--- config.mk ---
export PLATFORM = sky130hd
export DESIGN_NAME = drp_row_population
export DESIGN_NICKNAME = d
export VERILOG_FILES = /design/src/hw/drp_pkg.sv /design/src/hw/drp_side_decode.sv /design/src/hw/drp_row_population.sv
export SDC_FILE = /design/constraint.sdc
export NUM_CORES = 1
export LEC_CHECK = 0
export ABC_AREA = 1
export BUFFER_PORTS_ARGS = -buffer_cell sky130_fd_sc_hd__buf_2
export CAP_MARGIN = 20
export CORE_MARGIN = 3
export CORE_UTILIZATION = 48
export CTS_CLUSTER_SIZE = 8
export DETAILED_ROUTE_END_ITERATION = 12
export GPL_TIMING_DRIVEN = 0
export PLACE_DENSITY = 0.84
export SYNTH_ARGS = -nofsm -noshare
export SYNTH_HDL_FRONTEND = slang
export SYNTH_SLANG_ARGS = --single-unit
--- constraint.sdc ---
create_clock -name clock -period 3.91 [get_ports clock]
set_clock_uncertainty 0.1 [all_clocks]
set_input_delay 0.1955 -clock clock [delete_from_list [all_inputs] [get_ports clock]]
set_output_delay 0.1955 -clock clock [all_outputs]
set_load 0.02 [all_outputs]
--- src/hw/drp_pkg.sv ---
// package: register map, field layout and population code table for the row population decoder
package drp_pkg;
   // register offsets (byte addresses on the plain config port)
   localparam logic [7:0] DRP_OFS_POPULATION = 8'h52;
   localparam logic [7:0] DRP_OFS_SYS_MGMT = 8'h70;
   localparam logic [7:0] DRP_OFS_MEM_CTRL = 8'h50;
   // field positions
   localparam int DRP_DIMM0_LSB = 0;
   localparam int DRP_DIMM1_LSB = 4;
   localparam int DRP_CODE_W = 4;
   localparam int DRP_LOCK_BIT = 4;
   localparam int DRP_FREQ_BIT = 2;
   // reset values
   localparam logic [7:0] DRP_POP_RST = 8'h00;
   localparam logic DRP_LOCK_RST = 1'b0;
   // geometry limits
   localparam int DRP_NUM_ROWS = 6;
   localparam int DRP_NUM_DIMMS = 3;
   localparam int DRP_ROW_DATA_W = 64;
   localparam int DRP_DECODED_DIMMS = 2;

   // per-side geometry: present, row bits, bank bits, column bits, size in 8 MB units
   typedef struct packed {
      logic present;
      logic [3:0] row_bits;
      logic [1:0] bank_bits;
      logic [3:0] col_bits;
      logic [5:0] size_8mb;
   } drp_side_t;

   localparam drp_side_t DRP_SIDE_NONE = '{1'b0, 4'h0, 2'h0, 4'h0, 6'h00};

   // decode one side of a population code; back selects the back side
   function automatic drp_side_t drp_decode_side(input logic [3:0] code, input logic back);
      drp_side_t s;
      s = DRP_SIDE_NONE;
      case (code)
         4'h1: s = '{1'b1, 4'hb, 2'h1, 4'h9, 6'h02};
         4'h2: s = back ? DRP_SIDE_NONE : '{1'b1, 4'hc, 2'h2, 4'h8, 6'h04};
         4'h3: s = back ? '{1'b1, 4'hb, 2'h1, 4'h9, 6'h02} : '{1'b1, 4'hc, 2'h2, 4'h8, 6'h04};
         4'h4: s = '{1'b1, 4'hc, 2'h2, 4'h8, 6'h04};
         4'h5: s = back ? DRP_SIDE_NONE : '{1'b1, 4'hc, 2'h2, 4'h9, 6'h08};
         4'h6: s = back ? '{1'b1, 4'hc, 2'h2, 4'h8, 6'h04} : '{1'b1, 4'hc, 2'h2, 4'h9, 6'h08};
         4'h7: s = '{1'b1, 4'hc, 2'h2, 4'h9, 6'h08};
         4'h9: s = back ? DRP_SIDE_NONE : '{1'b1, 4'hc, 2'h2, 4'ha, 6'h10};
         4'ha: s = back ? DRP_SIDE_NONE : '{1'b1, 4'hd, 2'h2, 4'h9, 6'h10};
         4'hb: s = back ? '{1'b1, 4'hc, 2'h2, 4'h9, 6'h08} : '{1'b1, 4'hc, 2'h2, 4'ha, 6'h10};
         4'hc: s = '{1'b1, 4'hc, 2'h2, 4'ha, 6'h10};
         4'hd: s = '{1'b1, 4'hd, 2'h2, 4'h9, 6'h10};
         4'he: s = back ? DRP_SIDE_NONE : '{1'b1, 4'hd, 2'h2, 4'ha, 6'h20};
         4'hf: s = '{1'b1, 4'hd, 2'h2, 4'ha, 6'h20};
         default: s = DRP_SIDE_NONE;
      endcase
      return s;
   endfunction : drp_decode_side
endpackage : drp_pkg

--- src/hw/drp_side_decode.sv ---
// registered decode of one dimm population code into front and back row geometry
`timescale 1ns/1ps
`default_nettype none
module drp_side_decode (
   // clock and reset
   input wire logic clock,
   input wire logic rst_n,
   // population code
   input wire logic [3:0] code,
   // decoded sides
   output drp_pkg::drp_side_t front,
   output drp_pkg::drp_side_t back
);
   import drp_pkg::*;

   typedef struct packed {
      drp_side_t front;
      drp_side_t back;
   } drp_dec_state_t;

   drp_dec_state_t st_r;
   drp_dec_state_t st_nxt;

   always_comb begin
      st_nxt.front = drp_decode_side(code, 1'b0);
      st_nxt.back = drp_decode_side(code, 1'b1);
   end

   always_ff @(posedge clock or negedge rst_n) begin
      if (!rst_n) begin
         st_r <= '{DRP_SIDE_NONE, DRP_SIDE_NONE};
      end else begin
         st_r <= st_nxt;
      end
   end

   assign front = st_r.front;
   assign back = st_r.back;

   a_empty_code: assert property (@(posedge clock) disable iff (!rst_n)
      (code == 4'h0 || code == 4'h8) |=> (!st_r.front.present && !st_r.back.present))
      else $error("reserved or empty code enabled a row");
   a_single_back: assert property (@(posedge clock) disable iff (!rst_n)
      (code inside {4'h2, 4'h5, 4'h9, 4'ha, 4'he}) |=> (st_r.front.present && !st_r.back.present))
      else $error("single sided code enabled back row");
endmodule : drp_side_decode
`default_nettype wire

--- src/hw/drp_row_population.sv ---
// row population register with lock, frequency select and per-row geometry decode
//
// Contract
// - up to six 64-bit rows, two sides on each of three dimm sockets
// - every row presents a 64-bit data width to the controller
// - population register is 8 bits at 52h, resets to 00h
// - lock bit in system management control at 70h makes the register read-only
// - bits 7:4 hold the second dimm socket population code
// - bits 3:0 hold the first dimm socket population code
// - code describes front and back sides; single-sided codes leave back row empty
// - codes decode to row, bank and column widths and capacity per side
// - frequency select bit chooses 100 MHz at 0 and 133 MHz at 1
`timescale 1ns/1ps
`default_nettype none
module drp_row_population #(
   parameter int ROWS = drp_pkg::DRP_NUM_ROWS,
   parameter int ROW_W = drp_pkg::DRP_ROW_DATA_W
) (
   // clock and reset
   input wire logic clock,
   input wire logic rst_n,
   // register port
   input wire logic [7:0] reg_addr,
   input wire logic [7:0] reg_wdata,
   input wire logic reg_wr,
   input wire logic reg_rd,
   output logic [7:0] reg_rdata,
   // third socket code, held elsewhere
   input wire logic [3:0] dimm2_code,
   // decoded geometry, one bit or field per row; data width is one field shared by all rows
   output logic [5:0] row_present,
   output logic [23:0] row_addr_bits,
   output logic [11:0] row_bank_bits,
   output logic [23:0] row_col_bits,
   output logic [35:0] row_size_8mb,
   output logic [6:0] row_data_width,
   // frequency and lock state
   output logic mem_freq_133,
   output logic cfg_locked
);
   import drp_pkg::*;

   initial begin
      if (ROWS != DRP_NUM_ROWS || ROW_W != DRP_ROW_DATA_W) begin
         $error("drp_row_population: only six 64-bit rows are supported");
      end
   end

   typedef struct packed {
      logic [7:0] pop;
      logic lock;
      logic freq;
      logic [7:0] rdata;
      logic [5:0] present;
      logic [23:0] addr_bits;
      logic [11:0] bank_bits;
      logic [23:0] col_bits;
      logic [35:0] size;
   } drp_state_t;

   drp_state_t st_r;
   drp_state_t st_nxt;
   drp_side_t side_f [DRP_NUM_DIMMS];
   drp_side_t side_b [DRP_NUM_DIMMS];
   logic [3:0] codes [DRP_NUM_DIMMS];

   assign codes[0] = st_r.pop[DRP_DIMM0_LSB +: DRP_CODE_W];
   assign codes[1] = st_r.pop[DRP_DIMM1_LSB +: DRP_CODE_W];
   assign codes[2] = dimm2_code;

   // one decoder per socket; each yields the front and back row
   genvar g;
   generate
      for (g = 0; g < DRP_NUM_DIMMS; g++) begin : g_dimm
         drp_side_decode u_dec (
            .clock(clock),
            .rst_n(rst_n),
            .code(codes[g]),
            .front(side_f[g]),
            .back(side_b[g])
         );
      end
   endgenerate

   always_comb begin
      st_nxt = st_r;
      // register writes; lock is write-once-to-one until reset
      if (reg_wr) begin
         if (reg_addr == DRP_OFS_POPULATION && !st_r.lock) begin
            st_nxt.pop = reg_wdata;
         end
         if (reg_addr == DRP_OFS_SYS_MGMT && reg_wdata[DRP_LOCK_BIT]) begin
            st_nxt.lock = 1'b1;
         end
         if (reg_addr == DRP_OFS_MEM_CTRL) begin
            st_nxt.freq = reg_wdata[DRP_FREQ_BIT];
         end
      end
      // read data stands one cycle after the strobe, zero otherwise
      st_nxt.rdata = 8'h00;
      if (reg_rd) begin
         case (reg_addr)
            DRP_OFS_POPULATION: st_nxt.rdata = st_r.pop;
            DRP_OFS_SYS_MGMT: st_nxt.rdata = 8'(st_r.lock) << DRP_LOCK_BIT;
            DRP_OFS_MEM_CTRL: st_nxt.rdata = 8'(st_r.freq) << DRP_FREQ_BIT;
            default: st_nxt.rdata = 8'h00;
         endcase
      end
      // row 2k is the front side of socket k, row 2k+1 the back
      for (int k = 0; k < DRP_NUM_DIMMS; k++) begin
         st_nxt.present[2*k] = side_f[k].present;
         st_nxt.present[2*k+1] = side_b[k].present;
         st_nxt.addr_bits[8*k +: 4] = side_f[k].row_bits;
         st_nxt.addr_bits[8*k+4 +: 4] = side_b[k].row_bits;
         st_nxt.bank_bits[4*k +: 2] = side_f[k].bank_bits;
         st_nxt.bank_bits[4*k+2 +: 2] = side_b[k].bank_bits;
         st_nxt.col_bits[8*k +: 4] = side_f[k].col_bits;
         st_nxt.col_bits[8*k+4 +: 4] = side_b[k].col_bits;
         st_nxt.size[12*k +: 6] = side_f[k].size_8mb;
         st_nxt.size[12*k+6 +: 6] = side_b[k].size_8mb;
      end
   end

   always_ff @(posedge clock or negedge rst_n) begin
      if (!rst_n) begin
         st_r <= '{DRP_POP_RST, DRP_LOCK_RST, 1'b0, 8'h00, 6'h00, 24'h0, 12'h0, 24'h0, 36'h0};
      end else begin
         st_r <= st_nxt;
      end
   end

   assign reg_rdata = st_r.rdata;
   assign row_present = st_r.present;
   assign row_addr_bits = st_r.addr_bits;
   assign row_bank_bits = st_r.bank_bits;
   assign row_col_bits = st_r.col_bits;
   assign row_size_8mb = st_r.size;
   assign row_data_width = 7'(ROW_W);
   assign mem_freq_133 = st_r.freq;
   assign cfg_locked = st_r.lock;

   a_lock_holds: assert property (@(posedge clock) disable iff (!rst_n)
      (st_r.lock && reg_wr && reg_addr == DRP_OFS_POPULATION) |=> $stable(st_r.pop))
      else $error("population changed while locked");
   a_write_takes: assert property (@(posedge clock) disable iff (!rst_n)
      (!st_r.lock && reg_wr && reg_addr == DRP_OFS_POPULATION) |=> st_r.pop == $past(reg_wdata))
      else $error("unlocked write not stored");
   a_read_back: assert property (@(posedge clock) disable iff (!rst_n)
      (reg_rd && reg_addr == DRP_OFS_POPULATION) |=> reg_rdata == $past(st_r.pop))
      else $error("read data mismatch");
   a_lock_sticky: assert property (@(posedge clock) disable iff (!rst_n)
      st_r.lock |=> st_r.lock)
      else $error("lock dropped without reset");
   a_freq_sel: assert property (@(posedge clock) disable iff (!rst_n)
      (reg_wr && reg_addr == DRP_OFS_MEM_CTRL) |=> mem_freq_133 == $past(reg_wdata[DRP_FREQ_BIT]))
      else $error("frequency select not taken");
   a_dimm0_empty: assert property (@(posedge clock) disable iff (!rst_n)
      (codes[0] == 4'h0 || codes[0] == 4'h8) |-> ##2 (row_present[1:0] == 2'b00 || codes[0] != $past(codes[0], 2)))
      else $error("empty socket enabled rows");
   a_dimm1_code: assert property (@(posedge clock) disable iff (!rst_n)
      (codes[1] == 4'h3) ##1 (codes[1] == 4'h3) |=> (row_col_bits[11:8] == 4'h8 && row_col_bits[15:12] == 4'h9))
      else $error("mixed code column widths wrong");
   a_dimm0_row: assert property (@(posedge clock) disable iff (!rst_n)
      (codes[0] == 4'hf) ##1 (codes[0] == 4'hf) |=> (row_addr_bits[3:0] == 4'hd && row_present[1:0] == 2'b11))
      else $error("code f geometry wrong");
endmodule : drp_row_population
`default_nettype wire

# Yosys cells after proc, flatten, opt, wreduce, memory -nomap -nowiden
# Memories as Yosys holds them, arrays and structs flattened. A register that Yosys moved wholly into a read port is not among the register bits.
# Cells that the tools add are included.
# totals
regBits	180
mem_bits_ro	1440
in_bits	24
out_inout_bits	119
wordCells	44
memories	6
# memory_table
name	depth	word_bits	read_ports	rd_ports_with_merged_regs	write_ports	line	source
(name not given)	16	15	1	1	0	drp_pkg.sv:37	case (code)
(name not given)	16	15	1	1	0	drp_pkg.sv:37	
(name not given)	16	15	1	1	0	drp_pkg.sv:37	
(name not given)	16	15	1	1	0	drp_pkg.sv:37	
(name not given)	16	15	1	1	0	drp_pkg.sv:37	
(name not given)	16	15	1	1	0	drp_pkg.sv:37	
# classes
eq_ne	3
mux	2
n_reduce_logical	12
# ops
cell	count
== test 8 x 7 -> 1 bit (second input constant)	3
case mux 8 bit (3 select lines)	1
two-way mux 8 bit	1
logical NOT 1 bit	7
AND reduction 2 bit	3
logical AND 1 bit	2

# Depth between registers and ports, before layout
# Gate-level depths: netlist of the first run.
# logic_depth
ltp_word	3
ltp_mapped	7
depth_no_buf	7

# Hierarchy
# A second synthesis of the first run with hierarchy kept.
# unflattened
hier_cells	492
hier_area_um2	6212.2
# modules_own_cells
module	instances	cells_per_inst	area_per_inst_um2	seq_area_each_um2
drp_row_population	1	198	3422.0	3002.9
drp_side_decode (g_dimm[1].u_dec)	1	98	935.9	500.5
drp_side_decode (g_dimm[0].u_dec)	1	98	932.1	500.5
drp_side_decode (g_dimm[2].u_dec)	1	98	922.1	500.5

# Worst setup path before layout of the first run
# OpenSTA, ideal clock, no wires.
# synth_timing
path_type	reg-to-reg
start	register st_r (netlist bit codes[5])
end	register, netlist name g_dimm[1].u_dec.back[15]
setup_time_ns	0.129
t_arrival_ns	1.059
required_ns	3.681
path_slack_ns	2.622
path_stages_with_launch	8
path_buffers	0
period_less_slack_ns	1.288
path_cell_list	dfrtp_1 -> inv_1 -> ha_1 -> inv_1 -> nand2_1 -> nand2_1 -> inv_1 -> o21ai_1
# synth_rtl
item	line	source
start: declaration	drp_row_population.sv:61	drp_state_t st_r;
start signal: assignment	drp_row_population.sv:126	st_r <= '{DRP_POP_RST, DRP_LOCK_RST, 1'b0, 8'h00, 6'h00, 24'h0, 12'h0, 24'h0, 36'h0};
start signal: assignment	drp_row_population.sv:128	st_r <= st_nxt;

==> results of run 1 <==
## final timing paths
| path | start | end | slack [ps] | cells past startpoint |
|---|---|---|---|---|
| min in group asynchronous | rst_n | g_dimm[2].u_dec.back[7]$_DFF_PN0_ | 60 | 2 |
| max reg2reg | codes[9]$_DFFE_PN0P_ | g_dimm[0].u_dec.back[15]$_DFF_PN0_ | 2370 | 7 |
| min reg2reg | g_dimm[1].u_dec.back[3]$_DFF_PN0_ | row_size_8mb[21]$_DFF_PN0_ | 240 | 0 |
| max | reg_addr[0] | reg_rdata[4]$_DFF_PN0_ | 1660 | 11 |
| min | reg_addr[4] | reg_rdata[2]$_DFF_PN0_ | 40 | 5 |
| max in group asynchronous | rst_n | row_size_8mb[8]$_DFF_PN0_ | 2910 | 3 |
## synth_stat cells (3+ instances only)
cell type / number
nor2_2: 3
nor3_1: 6
a21oi_1: 6
buf_4: 49
a21oi_2: 8
dfrtp_1: 138
buf_2: 4
ha_1: 15
o221ai_1: 3
nand3_1: 5
nor2_1: 54
nand2_1: 44
inv_2: 4
nand2_2: 5
o21ai_0: 11
inv_1: 34
o211ai_1: 6
## metal layers
| metal | track usage [%] | routed length [µm] | vias to the layer above |
|---|---|---|---|
| met5 | 0 | 0 | - |
| li1 | - | - | 1576 |
| met2 | 30.1 | 5020 | 147 |
| met4 | 7.39 | 156 | 0 |
| met3 | 5.91 | 680 | 13 |
| met1 | 19.7 | 3800 | 1602 |
## layout by cell type, fill, tap and decap left out
cell type,instances
nand3_4,1
clkinvlp_4,2
clkbuf_16,16
buf_6,2
a21oi_2,8
inv_2,4
bufinv_16,2
o21ai_1,2
a22oi_1,1
buf_16,1
nor2_2,3
dlygate4sd3_1,25
o22ai_1,2
buf_2,125
o221ai_1,3
nor2_8,1
o211ai_1,6
nand4_1,1
nor2_4,1
buf_4,49
ha_1,15
nor3_1,6
inv_1,34
dfrtp_1,138
clkbuf_2,2
nor2_1,54
conb_1,19
o21ai_0,11
a21oi_1,6
nand2_2,5
clkbuf_8,3
clkbuf_1,4
nand3_1,5
o21bai_1,1
clkinv_2,4
nand2_1,44
## flip-flops by register name (all words and copies together) (netlist names)
name                count
cfg_locked              1
codes                   8
g_dimm.u_dec.back      30
g_dimm.u_dec.front     30
mem_freq_133            1
reg_rdata               8
row_addr_bits          12
row_bank_bits          11
row_col_bits           12
row_present             1
row_size_8mb           24
## area by class of cell
cell class	instances	area share [%]
plain buffers	56	6.14
clock buffers	23	6.85
clock inverters	8	1.43
inverters	38	2.14
multi-input cells	195	15.8
flip-flops and latches	138	51.8
well taps	133	2.50
repair buffers	148	13.4
## cells by family (layout without fill, tap and decap cells)
group                    count (synthesis)  in the layout  synth area share [%]
adder cells (fa/ha/maj)                 15             15                  3.76
other                                    2             19                 0.150
buffers and inverters                   94            273                  11.1
AO/OA/AOI/OAI                           40             40                  5.29
AND/OR/NAND/NOR                        121            121                  10.6
flip-flops                             138            138                  69.2
## worst min-delay path, stage by stage
cell and delay [ps]:
buf_2 110, nand2_2 110, nor2_8 60, nand3_1 60
a21oi_1 60
## report_power, final
part	switching [W]	internal, W
logic	0.000224	0.000123
clock network	0.000539	0.000932
registers	0.0000320	0.00152
## repair_timing
item	4_1_cts	5_1_grt
endpoints found under the hold margin	169	0
setup endpoints to repair	0	0
hold buffers	25	0
## through the flow
step           cell area (µm²)  util (%)
2_1_floorplan             5060         -
6_report                  6670      67.0
3_5_place_dp              5870      58.9
5_1_grt                   6670      67.0
4_1_cts                   6670      67.0
3_3_place_gp              5830      58.6
==> reports/summary.txt, run 1 <==
final worst setup slack = 1660 ps
Cells after DPL = 683
startpoint types = primary input
Setup CP Type = primary input to flop
Final min period = 2250 ps
max_cap viols = 0
GRT Total Usage = 17.4%
Max Freq = 444 MHz
Critical Path RT = 4260 ps
status = completed
pin count of the biggest net entering global routing = 103
Finished Layout Cells = 739
GPL Wtd Cong = 0.830
cts bufs inserted = 17
FF/Latch Area = 3450 µm²
Die Height = 108 µm
H-tree depth = 4
Area growth syn-to-layout = 33.6%
detailed router's first-iteration violation count = 157
antenna violations before repair = 0
Cell Pwr Density = 506 nW/µm²
Die Span X = 108 µm
DRC = 0
HP Class = primary input to flop
family with the most delay on the worst path = buffers and inverters
critical path arrival = 2600 ps
grt ovf = 0
Static Leak = 3.55 nW
Pwr Total = 0.00337 W
Clock Root Buffer = clkbuf_8
Avg WL per Cell = 13.1 µm
drt pass-1 iters = 5
Vias per Instance = 4.52
synth warn = 0
Reg clk slew, reported paths = 60 ps
Post CTS Setup Buffer Count = 0
overall routed net length = 9.65 mm
sequential area share after synthesis = 69.2%
Slew Viols, Final = 0
Port-buffer cells = 122
Final Hold Fails = 0
worst skew pair latency = 510 ps
CP peak stage delay = 580 ps
die area = 11700 µm²
CP endpoint kind = flop
cts repair resizes = 0
site row count = 36
Fillers = 692
Post-synth top flop = dfrtp_1
Syn Std Cell Area = 4990 µm²
ys async rst share = 100%
CTS tree = done
RSZ-0062 raised after global routing = false
period utilization = 57.6%
Setup violations, final = 0
post-route antenna net violation count = 0
area leader, netlist = dfrtp_1
Post-synth EDFFs = 0
Initial Utilization = 50.2%
Nets = 633
worst path bufs/invs = 5
total number of vias = 3338
vias in the first global route = 3275
share of post-route cells with drive strength above 1 = 37.8%
ANT cells = 0
Synth Area per Inst = 12.2 µm²
global-route wire length before repair = 15.2 mm
area taken by multi-input logic gates = 1050 µm²
Max IR drop VDD = 0.232 mV
crit-path cells = dlygate4sd3_1, buf_2, inv_2, nand2_2, dlygate4sd3_1, nor2_4, nand2_2, nand3_1, nand2_1, nor2_1, dlygate4sd3_1
Crit Path Max Fanout = 7
post-synth top area share = 69.2%
DP HPWL = 6.43 mm
Final TNS setup = 0 ps
CP max-delay cell = dlygate4sd3_1
Yosys cell types = 28
Core Box Area = 9950 µm²
Setup Slack @ Placement = 2380 ps
Yosys reg bits = 138
synth top area cells = dfrtp_1, buf_4, nor2_1
clk buf depth = 2
Worst path most repeated cell = dlygate4sd3_1
WHS = 40.0 ps
IO Pins = 143
Syn Inst Count = 410
clock sinks = 138
Note: power is estimated with default switching activity, not from simulation.
==> run 2, diff against run 1 <==
Clock period 3.91 ns to 2.2 ns, I/O delays scaled along.
==> reports/summary.txt, run 2 (synthesis results as in run 1) <==
status = completed
commonest non-fill, non-tap cell in the layout = dfrtp_1
Slew Viols, Final = 0 (unchanged)
CP peak stage delay = 590 ps (about the same)
DP HPWL = 6.43 mm (unchanged)
cts bufs inserted = 17 (unchanged)
Cell Pwr Density = 887 nW/µm² (+75%)
GPL Wtd Cong = 0.830 (unchanged)
FF/Latch Area = 3450 µm² (unchanged)
Setup violations, final = 0 (unchanged)
clk buf depth = 2 (unchanged)
crit-path cells = dlygate4sd3_1, buf_2, inv_1, nand2_1, nor2_4, dlygate4sd3_1, nand3_1, dlygate4sd3_1, a21oi_2
total number of vias = 3406 (+2.0%)
most frequent cells in the layout = dfrtp_1, buf_2, nor2_1, buf_4, nand2_1
drt pass-1 iters = 4 (-1)
Static Leak = 3.60 nW (+1.5%)
Die Span X = 108 µm (unchanged)
pin count of the biggest net entering global routing = 103 (unchanged)
Crit Path Max Fanout = 5 (-2)
CP endpoint kind = flop
critical path arrival = 2520 ps (-80 ps)
CTS tree = done
GRT Total Usage = 17.9% (+0.53 points)
DRC = 0 (unchanged)
startpoint types = primary input
Area growth syn-to-layout = 35.6%
Pwr Total = 0.00601 W (+78%)
overall routed net length = 10.1 mm (+4.2%)
global-route wire length before repair = 15.6 mm (+2.7%)
vias in the first global route = 3366 (+2.8%)
Final Util = 68.0% (+1.0 points)
Max Freq = 459 MHz
detailed router's first-iteration violation count = 131 (-17%)
period utilization = 99.1%
Initial Utilization = 50.2% (unchanged)
grt ovf = 0 (unchanged)
Final min period = 2180 ps
Clock Root Buffer = clkbuf_8
worst path bufs/invs = 5 (unchanged)
clock sinks = 138 (unchanged)
Max IR drop VDD = 0.407 mV (+75%)
Cells after DPL = 683 (unchanged)
Port-buffer cells = 122 (unchanged)
die area = 11700 µm² (unchanged)
Nets = 640 (+1.1%)
IO Pins = 143 (unchanged)
Finished Layout Cells = 746 (+0.95%)
Critical Path RT = 2540 ps (-1720 ps)
setup slack, reg-to-reg = 650 ps (-1720 ps)
Post CTS Setup Buffer Count = 0 (unchanged)
max_cap viols = 0 (unchanged)
worst skew pair latency = 510 ps (about the same)
post-route antenna net violation count = 0 (unchanged)
Reg clk slew, reported paths = 60 ps (about the same)
Worst path most repeated cell = dlygate4sd3_1
ANT cells = 0 (unchanged)
CP max-delay cell = dlygate4sd3_1
Die Height = 108 µm (unchanged)
site row count = 36 (unchanged)
share of post-route cells with drive strength above 1 = 38.2% (+0.38 points)
family with the most delay on the worst path = buffers and inverters
HP Class = primary input to async pin
antenna violations before repair = 0 (unchanged)
area taken by multi-input logic gates = 1070 µm² (+1.8%)
Vias per Instance = 4.57 (+1.1%)
H-tree depth = 4 (unchanged)
Core Box Area = 9950 µm² (unchanged)
Avg WL per Cell = 13.5 µm (+3.2%)
Setup CP Type = primary input to flop
Final Hold Fails = 0 (unchanged)
Fillers = 677 (-2.2%)
run 2: changes by cell type in the layout (fill, tap and decap cells not counted), sizes merged:
cell,before,now
dlygate4sd3,25,30
buf,177,178
dlymetal6s4s,0,1
run 2: layout make-up:
class                   instances  share of cell area [%]
flip-flops and latches        138                    51.0
multi-input cells             195                    15.8
repair buffers                155                    14.4
clock buffers                  23                    6.75
plain buffers                  56                    6.04
well taps                     133                    2.46
inverters                      38                    2.11
clock inverters                 8                    1.40
run 2: per-stage QoR:
step	worst slack [ps]	setup TNS (ps)	instance area [µm²]	hold slack, ps
2_1_floorplan	912	0	5060	-286
3_3_place_gp	-668	-91010	5830	233
3_5_place_dp	674	0	5870	-81.7
4_1_cts	118	0	6750	17.2
5_1_grt	-54.6	-54.6	6770	23.1
6_report	20.6	0	6770	32.7
run 2: report_power, final:
group          internal [W]  total [W]  switching, W
clock               0.00166    0.00261      0.000958
combinational      0.000227   0.000630      0.000403
sequential          0.00271    0.00276     0.0000581
run 2: path summary, 6_finish.rpt:
path                                                   startpoint                            endpoint  cells past startpoint
worst min register to register  g_dimm[1].u_dec.back[3]$_DFF_PN0_          row_size_8mb[21]$_DFF_PN0_                      0
min in group clock                                         reg_wr                codes[8]$_DFFE_PN0P_                      6
worst max register to register               codes[9]$_DFFE_PN0P_  g_dimm[0].u_dec.back[15]$_DFF_PN0_                      7
worst max-delay path                                  reg_addr[1]              reg_rdata[2]$_DFF_PN0_                      9
worst min-delay path                                        rst_n          row_col_bits[16]$_DFF_PN0_                      3
max in group asynchronous                                   rst_n           row_size_8mb[5]$_DFF_PN0_                      3
run 2: timing repair:
item                                   4_1_cts  5_1_grt
gates resized for setup                      0        6
hold buffers                                32        0
endpoints found under the hold margin      176        0
setup endpoints to repair                    0        2
run 2: worst reg2reg max path, delay by kind of cell (launching register included):
family,cells,cell delay [ps]
AOI/OAI and AO/OA,1,140
DFF,1,450
and+or+nand+nor,2,180
adders and majority gates,1,230
buffers and inverters,3,360
run 2: metal layers:
metal	up-vias	global-route usage [%]	part of all wire [%]
li1	1590	-	-
met1	1645	19.6	39
met2	156	32.0	52
met3	15	5.97	7.0
met4	0	7.39	1.8
met5	-	0	0
==> run 3, diff against run 2 <==
Settings changed: CORE_ASPECT_RATIO set to 0.6.
==> reports/summary.txt, run 3 (synthesis results as in run 1) <==
CTS tree = done
Layout Cell Area excl Fill = 6670 µm² (-1.5%)
area taken by multi-input logic gates = 1050 µm² (-1.8%)
die area = 11700 µm² (+0.34%)
DP HPWL = 7.48 mm (+16%)
max_cap viols = 0 (unchanged)
GRT Total Usage = 19.5% (+1.6 points)
cts repair resizes = 0 (unchanged)
CP peak stage delay = 550 ps (-40 ps)
Die Span X = 138 µm (+27%)
Max IR drop VDD = 0.579 mV (+42%)
critical path arrival = 2020 ps (-500 ps)
vias in the first global route = 3522 (+4.6%)
period utilization = 83.7% (-15 points)
Slew Viols, Final = 0 (unchanged)
HP Class = primary input to flop
most frequent cells in the layout = dfrtp_1, buf_2, nor2_1, buf_4, nand2_1
IO Pins = 143 (unchanged)
Area growth syn-to-layout = 33.6%
Final TNS setup = 0 ps (unchanged)
family with the most delay on the worst path = buffers and inverters
Core Box Area = 9980 µm² (+0.30%)
Vias per Instance = 4.59 (+0.54%)
Max Freq = 543 MHz (+18%)
Clock Root Buffer = clkbuf_16
crit-path cells = dlygate4sd3_1, buf_2, nand2_1, dlygate4sd3_1, o21bai_1, dlygate4sd3_1
Die Height = 85.0 µm (-21%)
DRC = 0 (unchanged)
Post-DP Area = 5870 µm² (about the same)
Fillers = 738 (+9.0%)
startpoint types = primary input
share of post-route cells with drive strength above 1 = 38.5% (+0.37 points)
drt pass-1 iters = 5 (+1)
H-tree depth = 4 (unchanged)
Crit Path Max Fanout = 2 (-3)
Nets = 628 (-1.9%)
ANT cells = 0 (unchanged)
cts bufs inserted = 17 (unchanged)
Worst path most repeated cell = dlygate4sd3_1
worst skew pair latency = 400 ps (-110 ps)
clk buf depth = 2 (unchanged)
GPL Wtd Cong = 0.976 (+17%)
Final min period = 1840 ps (-338 ps)
CP max-delay cell = dlygate4sd3_1
Setup violations, final = 0 (unchanged)
overall routed net length = 10.7 mm (+6.4%)
grt ovf = 0 (unchanged)
Port-buffer cells = 122 (unchanged)
worst path bufs/invs = 4 (-1)
CP endpoint kind = flop
clock sinks = 138 (unchanged)
Setup CP Type = primary input to flop
RSZ-0062 raised after global routing = false
Reg clk slew, reported paths = 50 ps (about the same)
commonest non-fill, non-tap cell in the layout = dfrtp_1
global-route wire length before repair = 17.2 mm (+9.9%)
Critical Path RT = 2380 ps (-160 ps)
detailed router's first-iteration violation count = 242 (+85%)
FF/Latch Area = 3450 µm² (unchanged)
post-route antenna net violation count = 0 (unchanged)
Initial Utilization = 50.0% (-0.15 points)
status = completed
antenna violations before repair = 0 (unchanged)
Final Hold Fails = 0 (unchanged)
Avg WL per Cell = 14.5 µm (+7.7%)
site row count = 28 (-22%)
pin count of the biggest net entering global routing = 102 (-0.97%)
Cell Pwr Density = 931 nW/µm² (+4.9%)
total number of vias = 3383 (-0.68%)
Static Leak = 3.54 nW (-1.8%)
==> run 3: cell count changes in the layout (fill, tap and decap cells not counted), moves of 2 or more <==
| cell | change |
|---|---|
| dlygate4sd3_1 | -10 |
| clkinv_2 | -3 |
| clkinv_4 | +3 |
| clkbuf_1 | -2 |
| nand2_1 | +2 |
| nand2_2 | -2 |
==> run 3: through the flow <==
stage          std cells  util [%]  hold slack (ps)  total power, W  setup slack [ps]
6_report             737      66.8             29.8         0.00621               359
5_1_grt              737      66.8             63.3         0.00644               304
4_1_cts              737      66.8             11.4         0.00625               422
3_5_place_dp         685      58.8            -77.4         0.00341               566
3_3_place_gp         684      58.4              234         0.00337              -724
2_1_floorplan        427         -             -286         0.00316               912
==> run 3: power by group <==
group	switching (W)	internal, W	leakage, nW	total (W)
Sequential	0.0000632	0.00271	1.64	0.00277
Combinational	0.000408	0.000216	1.61	0.000624
Clock	0.00102	0.00179	0.286	0.00282
Total	0.00149	0.00471	3.54	0.00621
==> run 3: path summary, 6_finish.rpt <==
kind                       slack, ps  cells past startpoint                              start                                 end
setup / recovery                 360                      6                       reg_wdata[4]              cfg_locked$_DFFE_PN0P_
hold / removal                    30                      6                        reg_addr[1]              reg_rdata[2]$_DFF_PN0_
setup reg to reg                 470                      6               codes[9]$_DFFE_PN0P_  g_dimm[0].u_dec.front[6]$_DFF_PN0_
hold reg to reg                  250                      0  g_dimm[0].u_dec.back[4]$_DFF_PN0_          row_size_8mb[10]$_DFF_PN0_
max in group asynchronous       1150                      3                              rst_n          row_bank_bits[8]$_DFF_PN0_
min in group asynchronous         70                      2                              rst_n          row_addr_bits[3]$_DFF_PN0_
==> run 3: final cells by class <==
type                       instances  area share (%)
sequential                       138            51.8
clock inverter                     9            1.71
buffer                            56            6.13
tap                              135            2.53
clock buffer                      23            7.31
multi-input combinational        195            15.8
inverter                          38            2.14
timing repair buffer             143            12.7
==> run 3: repair_timing <==
item,in CTS,in global routing
hold buffers,20,0
setup buffers,0,0
hold endpoints to repair,158,0
==> run 3: metal layers <==
metal	track usage [%]	vias to the layer above	routed length (µm)
li1	-	1573	-
met1	25.2	1649	4630
met2	31.7	137	5250
met3	4.98	24	599
met4	7.88	0	223
met5	0	-	0
==> run 3: tightest hold or removal path, stage by stage <==
cell and delay [ps]:
buf_2 90, inv_1 30, nand2_1 60, nor2_2 60, nand3_1 60, a21oi_1 60
